===== src/core/crb_map.svh =====
`ifndef CRB_MAP_SVH
`define CRB_MAP_SVH
// register byte offsets
`define CRB_OFS_HEADER      8'h18
`define CRB_OFS_BUSNAME     8'h1C
`define CRB_OFS_OPTIONS     8'h20
`define CRB_OFS_LINKCTL     8'h24
// header fields
`define CRB_HDR_CHECK_LSB   0
`define CRB_HDR_CHECK_W     16
// bus name constant
`define CRB_BUSNAME_VAL     32'h31333934
// bus-options reset and fixed-bit mask
`define CRB_OPT_RESET       32'h0000A002
`define CRB_OPT_FIXED_MASK  32'h07000F3F
`define CRB_OPT_MAXREC_LSB  12
`define CRB_MAXREC_2048     4'hA
// remote rom quadlet addresses (low 12 bits of bus address)
`define CRB_ROM_HEADER      12'h400
`define CRB_ROM_BUSNAME     12'h404
`define CRB_ROM_OPTIONS     12'h408
// link control register bit
`define CRB_LINK_ON_BIT     17
// axi response codes
`define CRB_RESP_OKAY       2'h0
`define CRB_RESP_SLVERR     2'h2
`endif


===== src/core/crb_pkg.sv =====
package crb_pkg;
   // register bank state
   typedef struct packed {
      logic [31:0] header;
      logic [31:0] options;
      logic        link_on;
      logic        eep_loaded;
      logic        aw_got;
      logic [7:0]  aw_addr;
      logic        w_got;
      logic [31:0] w_data;
      logic [3:0]  w_strb;
      logic        bvalid;
      logic [1:0]  bresp;
      logic        rvalid;
      logic [31:0] rdata;
      logic [1:0]  rresp;
      logic        awready;
      logic        wready;
      logic        arready;
      logic        rom_valid;
      logic [31:0] rom_data;
   } crb_state_t;
   // remote rom read request
   typedef struct packed {
      logic        req;
      logic [11:0] addr;
   } crb_rom_req_t;
endpackage


===== src/core/crb_regs.sv =====
// Register access over AXI4-Lite was chosen for this implementation.
`timescale 1ns/100ps
`include "crb_map.svh"
// Summary of operation
// - header register is ROM quadlet at 0x400
// - reset loads check value from EEPROM
// - bus name reads constant, first info quadlet
// - bus options is second info quadlet
// - max request resets to 2048, hard reset
// - reserved option bits 26-24 read zero
module crb_regs
   import crb_pkg::*;
(
   input  wire logic        CORE_CLK,        // 50 MHz core clock
   input  wire logic        SYS_RST,         // hardware reset, sync, high
   input  wire logic        SOFT_RST,        // software reset, sync, high
   input  wire logic        EEP_PRESENT,     // serial eeprom attached
   input  wire logic        EEP_VALID,       // eeprom check value ready
   input  wire logic [15:0] EEP_CHECK,       // check value from eeprom
   input  wire logic        ROM_REQ,         // remote rom quadlet read
   input  wire logic [11:0] ROM_ADDR,        // rom byte address low bits
   output logic             ROM_VALID,       // rom answer strobe
   output logic [31:0]      ROM_DATA,        // rom quadlet value
   output logic             LINK_ON,         // link enabled
   input  wire logic [7:0]  S_AXI_AWADDR,    // write address
   input  wire logic        S_AXI_AWVALID,   // write address valid
   output logic             S_AXI_AWREADY,   // write address ready
   input  wire logic [31:0] S_AXI_WDATA,     // write data
   input  wire logic [3:0]  S_AXI_WSTRB,     // byte strobes
   input  wire logic        S_AXI_WVALID,    // write data valid
   output logic             S_AXI_WREADY,    // write data ready
   output logic [1:0]       S_AXI_BRESP,     // write response
   output logic             S_AXI_BVALID,    // write response valid
   input  wire logic        S_AXI_BREADY,    // write response ready
   input  wire logic [7:0]  S_AXI_ARADDR,    // read address
   input  wire logic        S_AXI_ARVALID,   // read address valid
   output logic             S_AXI_ARREADY,   // read address ready
   output logic [31:0]      S_AXI_RDATA,     // read data
   output logic [1:0]       S_AXI_RRESP,     // read response
   output logic             S_AXI_RVALID,    // read data valid
   input  wire logic        S_AXI_RREADY     // read data ready
);

   crb_state_t  s_ff;       // registered state
   crb_state_t  nxt_s;      // next state
   logic [31:0] opt_view;   // options as read back
   logic [31:0] wmask;      // strobe byte mask
   logic [31:0] hdr_next;   // header merged with the held write
   logic [31:0] opt_next;   // options merged with the held write
   logic [31:0] host_view;  // register value at the read address
   logic        host_err;   // read address hits no register
   logic [31:0] rom_view;   // quadlet value at the rom address
   logic        eep_take;   // eeprom check value lands now
   logic        aw_take;    // write address captured now
   logic        w_take;     // write data captured now
   logic        wr_fire;    // both write halves held, write now
   logic        b_done;     // host took the write response
   logic        ar_take;    // read address captured now
   logic        r_done;     // host took the read data
   logic        link_wr;    // held write covers the link enable byte

   // bus timing: a valid seen at one edge raises its ready for one
   // cycle from the next, so a master that holds valid until it sees
   // ready completes the handshake one cycle later; a write lands once
   // both halves are held, and its response stands until bready; a
   // read raises arready and rvalid together, and rvalid stands until
   // rready; a remote rom read answers one cycle after its request

   // the eeprom load flag is cleared only by a hardware reset, so a late
   // report after a software reset cannot overwrite a host-written value

   // limitation: the link enable bit is not checked against the header;
   // software must program lengths and check value before setting it

   // fixed option bits always show their default; reserved ones are zero
   // bits 26-24 are the reserved ones, the rest of the mask are fixed fields
   assign opt_view = (s_ff.options & ~`CRB_OPT_FIXED_MASK)
                   | (`CRB_OPT_RESET & `CRB_OPT_FIXED_MASK);

   // expand write strobes to a bit mask
   always_comb
   begin
      for (int i = 0; i < 4; i++)
      begin
         wmask[i*8 +: 8] = {8{s_ff.w_strb[i]}};
      end
   end

   // merge the held write data into the old value, byte by byte; the
   // fixed option bits may take the data here, the read view hides them
   assign hdr_next = (s_ff.header & ~wmask) | (s_ff.w_data & wmask);
   assign opt_next = (s_ff.options & ~wmask) | (s_ff.w_data & wmask);

   // link enable sits in byte two of the link control word
   assign link_wr = s_ff.w_strb[2];

   // handshake and load conditions, kept apart so that the next-state
   // logic below reads as a list of events
   always_comb
   begin
      // first eeprom report after reset; later reports are ignored
      eep_take = EEP_PRESENT && EEP_VALID && !s_ff.eep_loaded;
      // write address: one at a time, none while a response stands
      aw_take  = S_AXI_AWVALID && !s_ff.aw_got && !s_ff.awready && !s_ff.bvalid;
      // write data: same gating as the address channel
      w_take   = S_AXI_WVALID && !s_ff.w_got && !s_ff.wready && !s_ff.bvalid;
      // the write itself waits for both halves
      wr_fire  = s_ff.aw_got && s_ff.w_got && !s_ff.bvalid;
      // response handshake closes the write
      b_done   = s_ff.bvalid && S_AXI_BREADY;
      // read address: refused while read data still stands
      ar_take  = S_AXI_ARVALID && !s_ff.rvalid && !s_ff.arready;
      // read handshake closes the read
      r_done   = s_ff.rvalid && S_AXI_RREADY;
   end

   // host read multiplexer, sampled when the read address is taken
   always_comb
   begin
      host_view = 32'h00000000; // default, also for unmapped
      host_err  = 1'b0;         // default, mapped
      case (S_AXI_ARADDR)
         `CRB_OFS_HEADER:
         begin
            host_view = s_ff.header; // whole header, host side
         end
         `CRB_OFS_BUSNAME:
         begin
            host_view = `CRB_BUSNAME_VAL;
         end
         `CRB_OFS_OPTIONS:
         begin
            host_view = opt_view;
         end
         `CRB_OFS_LINKCTL:
         begin
            host_view = 32'(s_ff.link_on) << `CRB_LINK_ON_BIT; // enable bit alone
         end
         default:
         begin
            host_view = 32'h00000000; // unmapped reads zero
            host_err  = 1'b1;         // and answers with an error
         end
      endcase
   end

   // remote rom multiplexer: the first three quadlets of the rom
   // come from these registers, anything else reads zero here
   always_comb
   begin
      rom_view = 32'h00000000; // default for unknown quadlets
      case (ROM_ADDR)
         `CRB_ROM_HEADER:
         begin
            rom_view = s_ff.header;
         end
         `CRB_ROM_BUSNAME:
         begin
            rom_view = `CRB_BUSNAME_VAL;
         end
         `CRB_ROM_OPTIONS:
         begin
            rom_view = opt_view;
         end
         default:
         begin
            rom_view = 32'h00000000; // outside the bus info block
         end
      endcase
   end

   // next state: every change of the register bank except the hardware reset is made here
   always_comb
   begin
      // hold everything; ready and rom strobes last one cycle only
      nxt_s           = s_ff;
      nxt_s.rom_valid = 1'b0;
      nxt_s.awready   = 1'b0;
      nxt_s.wready    = 1'b0;
      nxt_s.arready   = 1'b0;
      // load check value once eeprom reports it after reset
      if (eep_take)
      begin
         nxt_s.header[`CRB_HDR_CHECK_LSB +: `CRB_HDR_CHECK_W] = EEP_CHECK;
         nxt_s.eep_loaded = 1'b1; // no second load until reset
      end
      // software reset drops the link but leaves max request alone
      if (SOFT_RST)
      begin
         nxt_s.link_on = 1'b0;
      end
      // accept write address
      if (aw_take)
      begin
         nxt_s.awready = 1'b1;         // one-cycle ready
         nxt_s.aw_got  = 1'b1;         // address held
         nxt_s.aw_addr = S_AXI_AWADDR; // byte offset
      end
      // accept write data
      if (w_take)
      begin
         nxt_s.wready = 1'b1;        // one-cycle ready
         nxt_s.w_got  = 1'b1;        // data held
         nxt_s.w_data = S_AXI_WDATA; // word
         nxt_s.w_strb = S_AXI_WSTRB; // byte lanes
      end
      // perform write once both halves are held; a host write that
      // meets the eeprom load wins, being the later of the two
      if (wr_fire)
      begin
         nxt_s.aw_got = 1'b0;
         nxt_s.w_got  = 1'b0;
         nxt_s.bvalid = 1'b1;
         nxt_s.bresp  = `CRB_RESP_OKAY;
         case (s_ff.aw_addr)
            `CRB_OFS_HEADER:
            begin
               nxt_s.header = hdr_next; // lengths and check value
            end
            `CRB_OFS_BUSNAME:
            begin
               nxt_s.bresp = `CRB_RESP_OKAY; // read-only, write ignored
            end
            `CRB_OFS_OPTIONS:
            begin
               nxt_s.options = opt_next;
            end
            `CRB_OFS_LINKCTL:
            begin
               if (link_wr)
               begin
                  nxt_s.link_on = s_ff.w_data[`CRB_LINK_ON_BIT];
               end
            end
            default:
            begin
               nxt_s.bresp = `CRB_RESP_SLVERR; // unmapped
            end
         endcase
      end
      // write response handshake
      if (b_done)
      begin
         nxt_s.bvalid = 1'b0; // ready for the next write
      end
      // read channel: the address is looked up as it is taken, so the
      // data need no second cycle; rdata then holds until the next read
      if (ar_take)
      begin
         nxt_s.arready = 1'b1;      // one-cycle ready
         nxt_s.rvalid  = 1'b1;      // data stands from now
         nxt_s.rdata   = host_view; // value at the address
         if (host_err)
         begin
            nxt_s.rresp = `CRB_RESP_SLVERR; // unmapped
         end
         else
         begin
            nxt_s.rresp = `CRB_RESP_OKAY; // mapped
         end
      end
      else if (r_done)
      begin
         nxt_s.rvalid = 1'b0; // read closed
      end
      // remote rom quadlet reads, answered one cycle later
      if (ROM_REQ)
      begin
         nxt_s.rom_valid = 1'b1;     // one-cycle answer strobe
         nxt_s.rom_data  = rom_view;
      end
   end

   // state register with hardware reset; the bank clears and options
   // take their defaults, the software reset is handled in next state
   always_ff @(posedge CORE_CLK)
   begin
      if (SYS_RST)
      begin
         s_ff         <= '0;
         s_ff.options <= `CRB_OPT_RESET;
      end
      else
      begin
         s_ff <= nxt_s;
      end
   end

   // outputs straight from flops, a plain copy of state bits
   assign ROM_VALID     = s_ff.rom_valid;
   assign ROM_DATA      = s_ff.rom_data;
   assign LINK_ON       = s_ff.link_on;
   assign S_AXI_AWREADY = s_ff.awready;
   assign S_AXI_WREADY  = s_ff.wready;
   assign S_AXI_BVALID  = s_ff.bvalid;
   assign S_AXI_BRESP   = s_ff.bresp;
   assign S_AXI_ARREADY = s_ff.arready;
   assign S_AXI_RVALID  = s_ff.rvalid;
   assign S_AXI_RDATA   = s_ff.rdata;
   assign S_AXI_RRESP   = s_ff.rresp;

endmodule


===== config.mk =====
export PLATFORM = sky130hd
export DESIGN_NAME = crb_regs
export DESIGN_NICKNAME = d
export VERILOG_FILES = /design/src/core/crb_pkg.sv /design/src/core/crb_regs.sv
export VERILOG_INCLUDE_DIRS = /design/src /design/src/core
export SDC_FILE = /design/constraint.sdc
export NUM_CORES = 1
export LEC_CHECK = 0
export ABC_AREA = 1
export BUFFER_PORTS_ARGS = -buffer_cell sky130_fd_sc_hd__buf_4
export CAP_MARGIN = 20
export CORE_MARGIN = 4
export CORE_UTILIZATION = 59
export DETAILED_ROUTE_END_ITERATION = 12
export PLACE_DENSITY_LB_ADDON = 0.3
export SYNTH_ARGS = -nofsm -noshare
export SYNTH_HDL_FRONTEND = slang
export SYNTH_SLANG_ARGS = --single-unit

===== constraint.sdc =====
create_clock -name CORE_CLK -period 4.2 [get_ports CORE_CLK]
set_input_delay 0 -clock CORE_CLK [delete_from_list [all_inputs] [get_ports CORE_CLK]]
set_output_delay 0 -clock CORE_CLK [all_outputs]
set_load 0.1 [all_outputs]

==> reports/metrics.csv <==
metric;value;unit
Avg Cell Area, Syn;7.09;sq um
CTS buffer count;17;
full die area;15800;sq um
clock tree buffer depth;2;
Synth Area in XOR/XNOR;0;
Nets;1349;
combined area of the multi-input logic cells;3520;sq um
DP Area;8810;sq um
Layout fillers;1064;
Critical Path Max Stage Delay;850;ps
Max-slew headroom;0.286;
Fin Setup TNS;0;ps
cts hold-fix bufs;50;
Clock transition at path regs;60;ps
# resized after CTS;0;
Syn Inst Count;1149;
maximum VDD drop;0.000265;V
starting density of the core;0.608;
Setup crit end kind;flop;
DR WL/cell;14.5;um
Most used DFF post-synth;dfxtp_1;
Leak;4.16;nW
initial antenna violation count;0;
clock sink count;171;
Crit path required time;4540;ps
Die Span Y;126;um
vias per cell;5.25;
First-pass DRT Iterations;5;
Worst Skew;6.84;ps
WS Path Type;flop to flop;
Yosys top cell by area;dfxtp_1;
Post-Synth Adder-Cell Area;0;
Crit path arrival time;2310;ps
dpl hpwl;14.3;mm
synthesized area;8150;sq um
switching pwr;0.00103;W
Synth top area share;0.420;
CP cell instances;nor2_2, nand4_4, nor3_4, nand3_1, a21oi_1;
ant diodes;0;
post-CTS setup buffers;0;
routed via count;7603;
Final ANT Viol Nets;0;
Sequential Power Share;0.444;
pwr dens;397;nW/um^2
Max Cap Viol;0;
GRT Residual Overflow;0;
Area growth syn-to-layout;22.2;%
worst skew pair latency;430;ps
Tightest Pin Transition;1070;ps
Tot Pwr;0.00395;W
final setup fails;0;
Clock Power Share;0.427;
switching power share of the total;0.260;
first-pass GRT wire length;34.0;mm
Post-synth ARST share;0;
worst-path maximum fanout;32;
Slowest-stage cell, CP;nor3_4;
critical path launch point type;flop;
Final Wtd Congestion;0.826;
Synth Area in Compound Gates;0.151;
leading post-synthesis cells by cell area;dfxtp_1 (42%), nand2_1 (12%), a21oi_1 (7.1%);
CTS tree;built;
simple-gate share of the synthesized area;0.280;
Final Cycle Share;0.468;
Design Area, Final;9960;sq um
Ports;166;
num rows;42;
Final Max Slew Viols;0;
Hold Vio Cnt, Final;0;
WP buf/inv;0;
FF+latch count, synth;171;
die width;126;um
RSZ-0062 raised after global routing;no;
Seq/Total Area, Yosys;0.420;
fmax;508;MHz
DRC Markers;0;
multiplexer area fraction after synthesis;0;
Tot GR Track Use;0.262;
vias in the first global route;6981;
P_int;0.00292;W
outcome;finished clean;
Post-Route WL;21.0;mm
clock root buffer;clkbuf_16;
H-tree levels;4;
share of layout cells above drive strength 1;0.212;
worst hold path class;primary input to flop;
synth warn;0;
EDFF count, synth;0;
largest family of logic cells by synthesized area;simple AND/OR/NAND/NOR gates;
fin crit period;1970;ps
largest net degree at the start of global routing;87;
core area;13400;sq um
logic gate share of total power;0.129;
flip-flop and latch area;3420;sq um
Port Buf Inserts;163;
Detailed Route Iter0 Violations;771;
top cell family by delay on the critical path;simple AND/OR/NAND/NOR gates;
Distinct cells, synth;37;
==> worst min-delay path, stage by stage <==
cell and delay [ps]:
buf_4 110, nand3_1 70, nor2_1 140, a211oi_1 90
==> cell type report <==
cell class	count	area share
Multi-Input combinational cell	747	0.354
Sequential cell	171	0.344
Timing Repair Buffer	217	0.176
Clock buffer	21	0.0482
Inverter	104	0.0392
Tap cell	176	0.0221
Clock inverter	11	0.0166
==> synth_stat cells (2+ instances only) <==
library cell,number
nor2_2,38
buf_12,2
o211ai_1,8
o21ai_1,28
buf_1,8
nor2_1,92
clkbuf_1,29
nor2_8,3
inv_2,8
nand2_2,7
nand3_1,76
o21ai_0,89
a21oi_1,116
inv_1,93
nor3_2,2
buf_2,14
nor2_4,4
buf_6,3
dfxtp_1,171
buf_4,71
nand2_1,267
clkinv_1,3
nor3_1,3
==> cell families (layout without fill, tap and decap cells) <==
group                  count (synthesis)  after routing
and+or+nand+nor                      503            503
DFF                                  171            171
buffers and inverters                232            353
AOI/OAI and AO/OA                    242            242
other                                  1              2
==> power groups by stage <==
stage	Clock [W]	Sequential, W	Combinational [W]
6_report	0.00169	0.00175	0.000511
5_1_grt	0.00177	0.00176	0.000558
4_1_cts	0.00170	0.00175	0.000505
3_5_place_dp	0	0.00179	0.000466
3_3_place_gp	0	0.00178	0.000458
2_1_floorplan	0	0.00179	0.000327
==> path summary, 6_finish.rpt <==
path	from	endpoint	slack [ps]	cells past startpoint
max reg2reg	s_ff[117]	flop	2230	5
min reg2reg	s_ff[120]	s_ff[120]	460	2
max	s_ff[117]	flop	2230	5
min	S_AXI_ARADDR[5]	S_AXI_RRESP[1]	30	4
==> through the flow <==
step | hold WS (ps) | worst slack (ps) | utilization | instances
final | 35.0 | 2230 | 0.743 | 1447
after CTS | 26.4 | 2250 | 0.743 | 1447
after global placement | 252 | 2270 | 0.657 | 1364
after detailed placement | 259 | 2240 | 0.658 | 1365
after floorplan | 163 | 2260 | - | 1150
after global routing | 47.6 | 2010 | 0.743 | 1447
==> metal layers <==
metal  track usage  share of wire
met5             0              0
met3        0.0606          0.080
met1         0.352           0.44
met4        0.0816          0.017
met2         0.422           0.46
==> placed cells by master (no fill, tap or decap), types with 3 or more instances in the layout <==
cell type,instances
nand2_1,267
dfxtp_1,171
buf_4,167
a21oi_1,116
inv_1,92
nor2_1,92
o21ai_0,89
nand3_1,75
dlygate4sd3_1,50
nor2_2,38
o21ai_1,28
clkbuf_16,17
inv_2,9
o211ai_1,8
nand2_2,7
nor2_4,4
clkbuf_8,4
clkinv_2,4
bufinv_16,4
clkinv_1,3
nor3_1,3
nor2_8,3
Power figures use the tool's default switching activity.
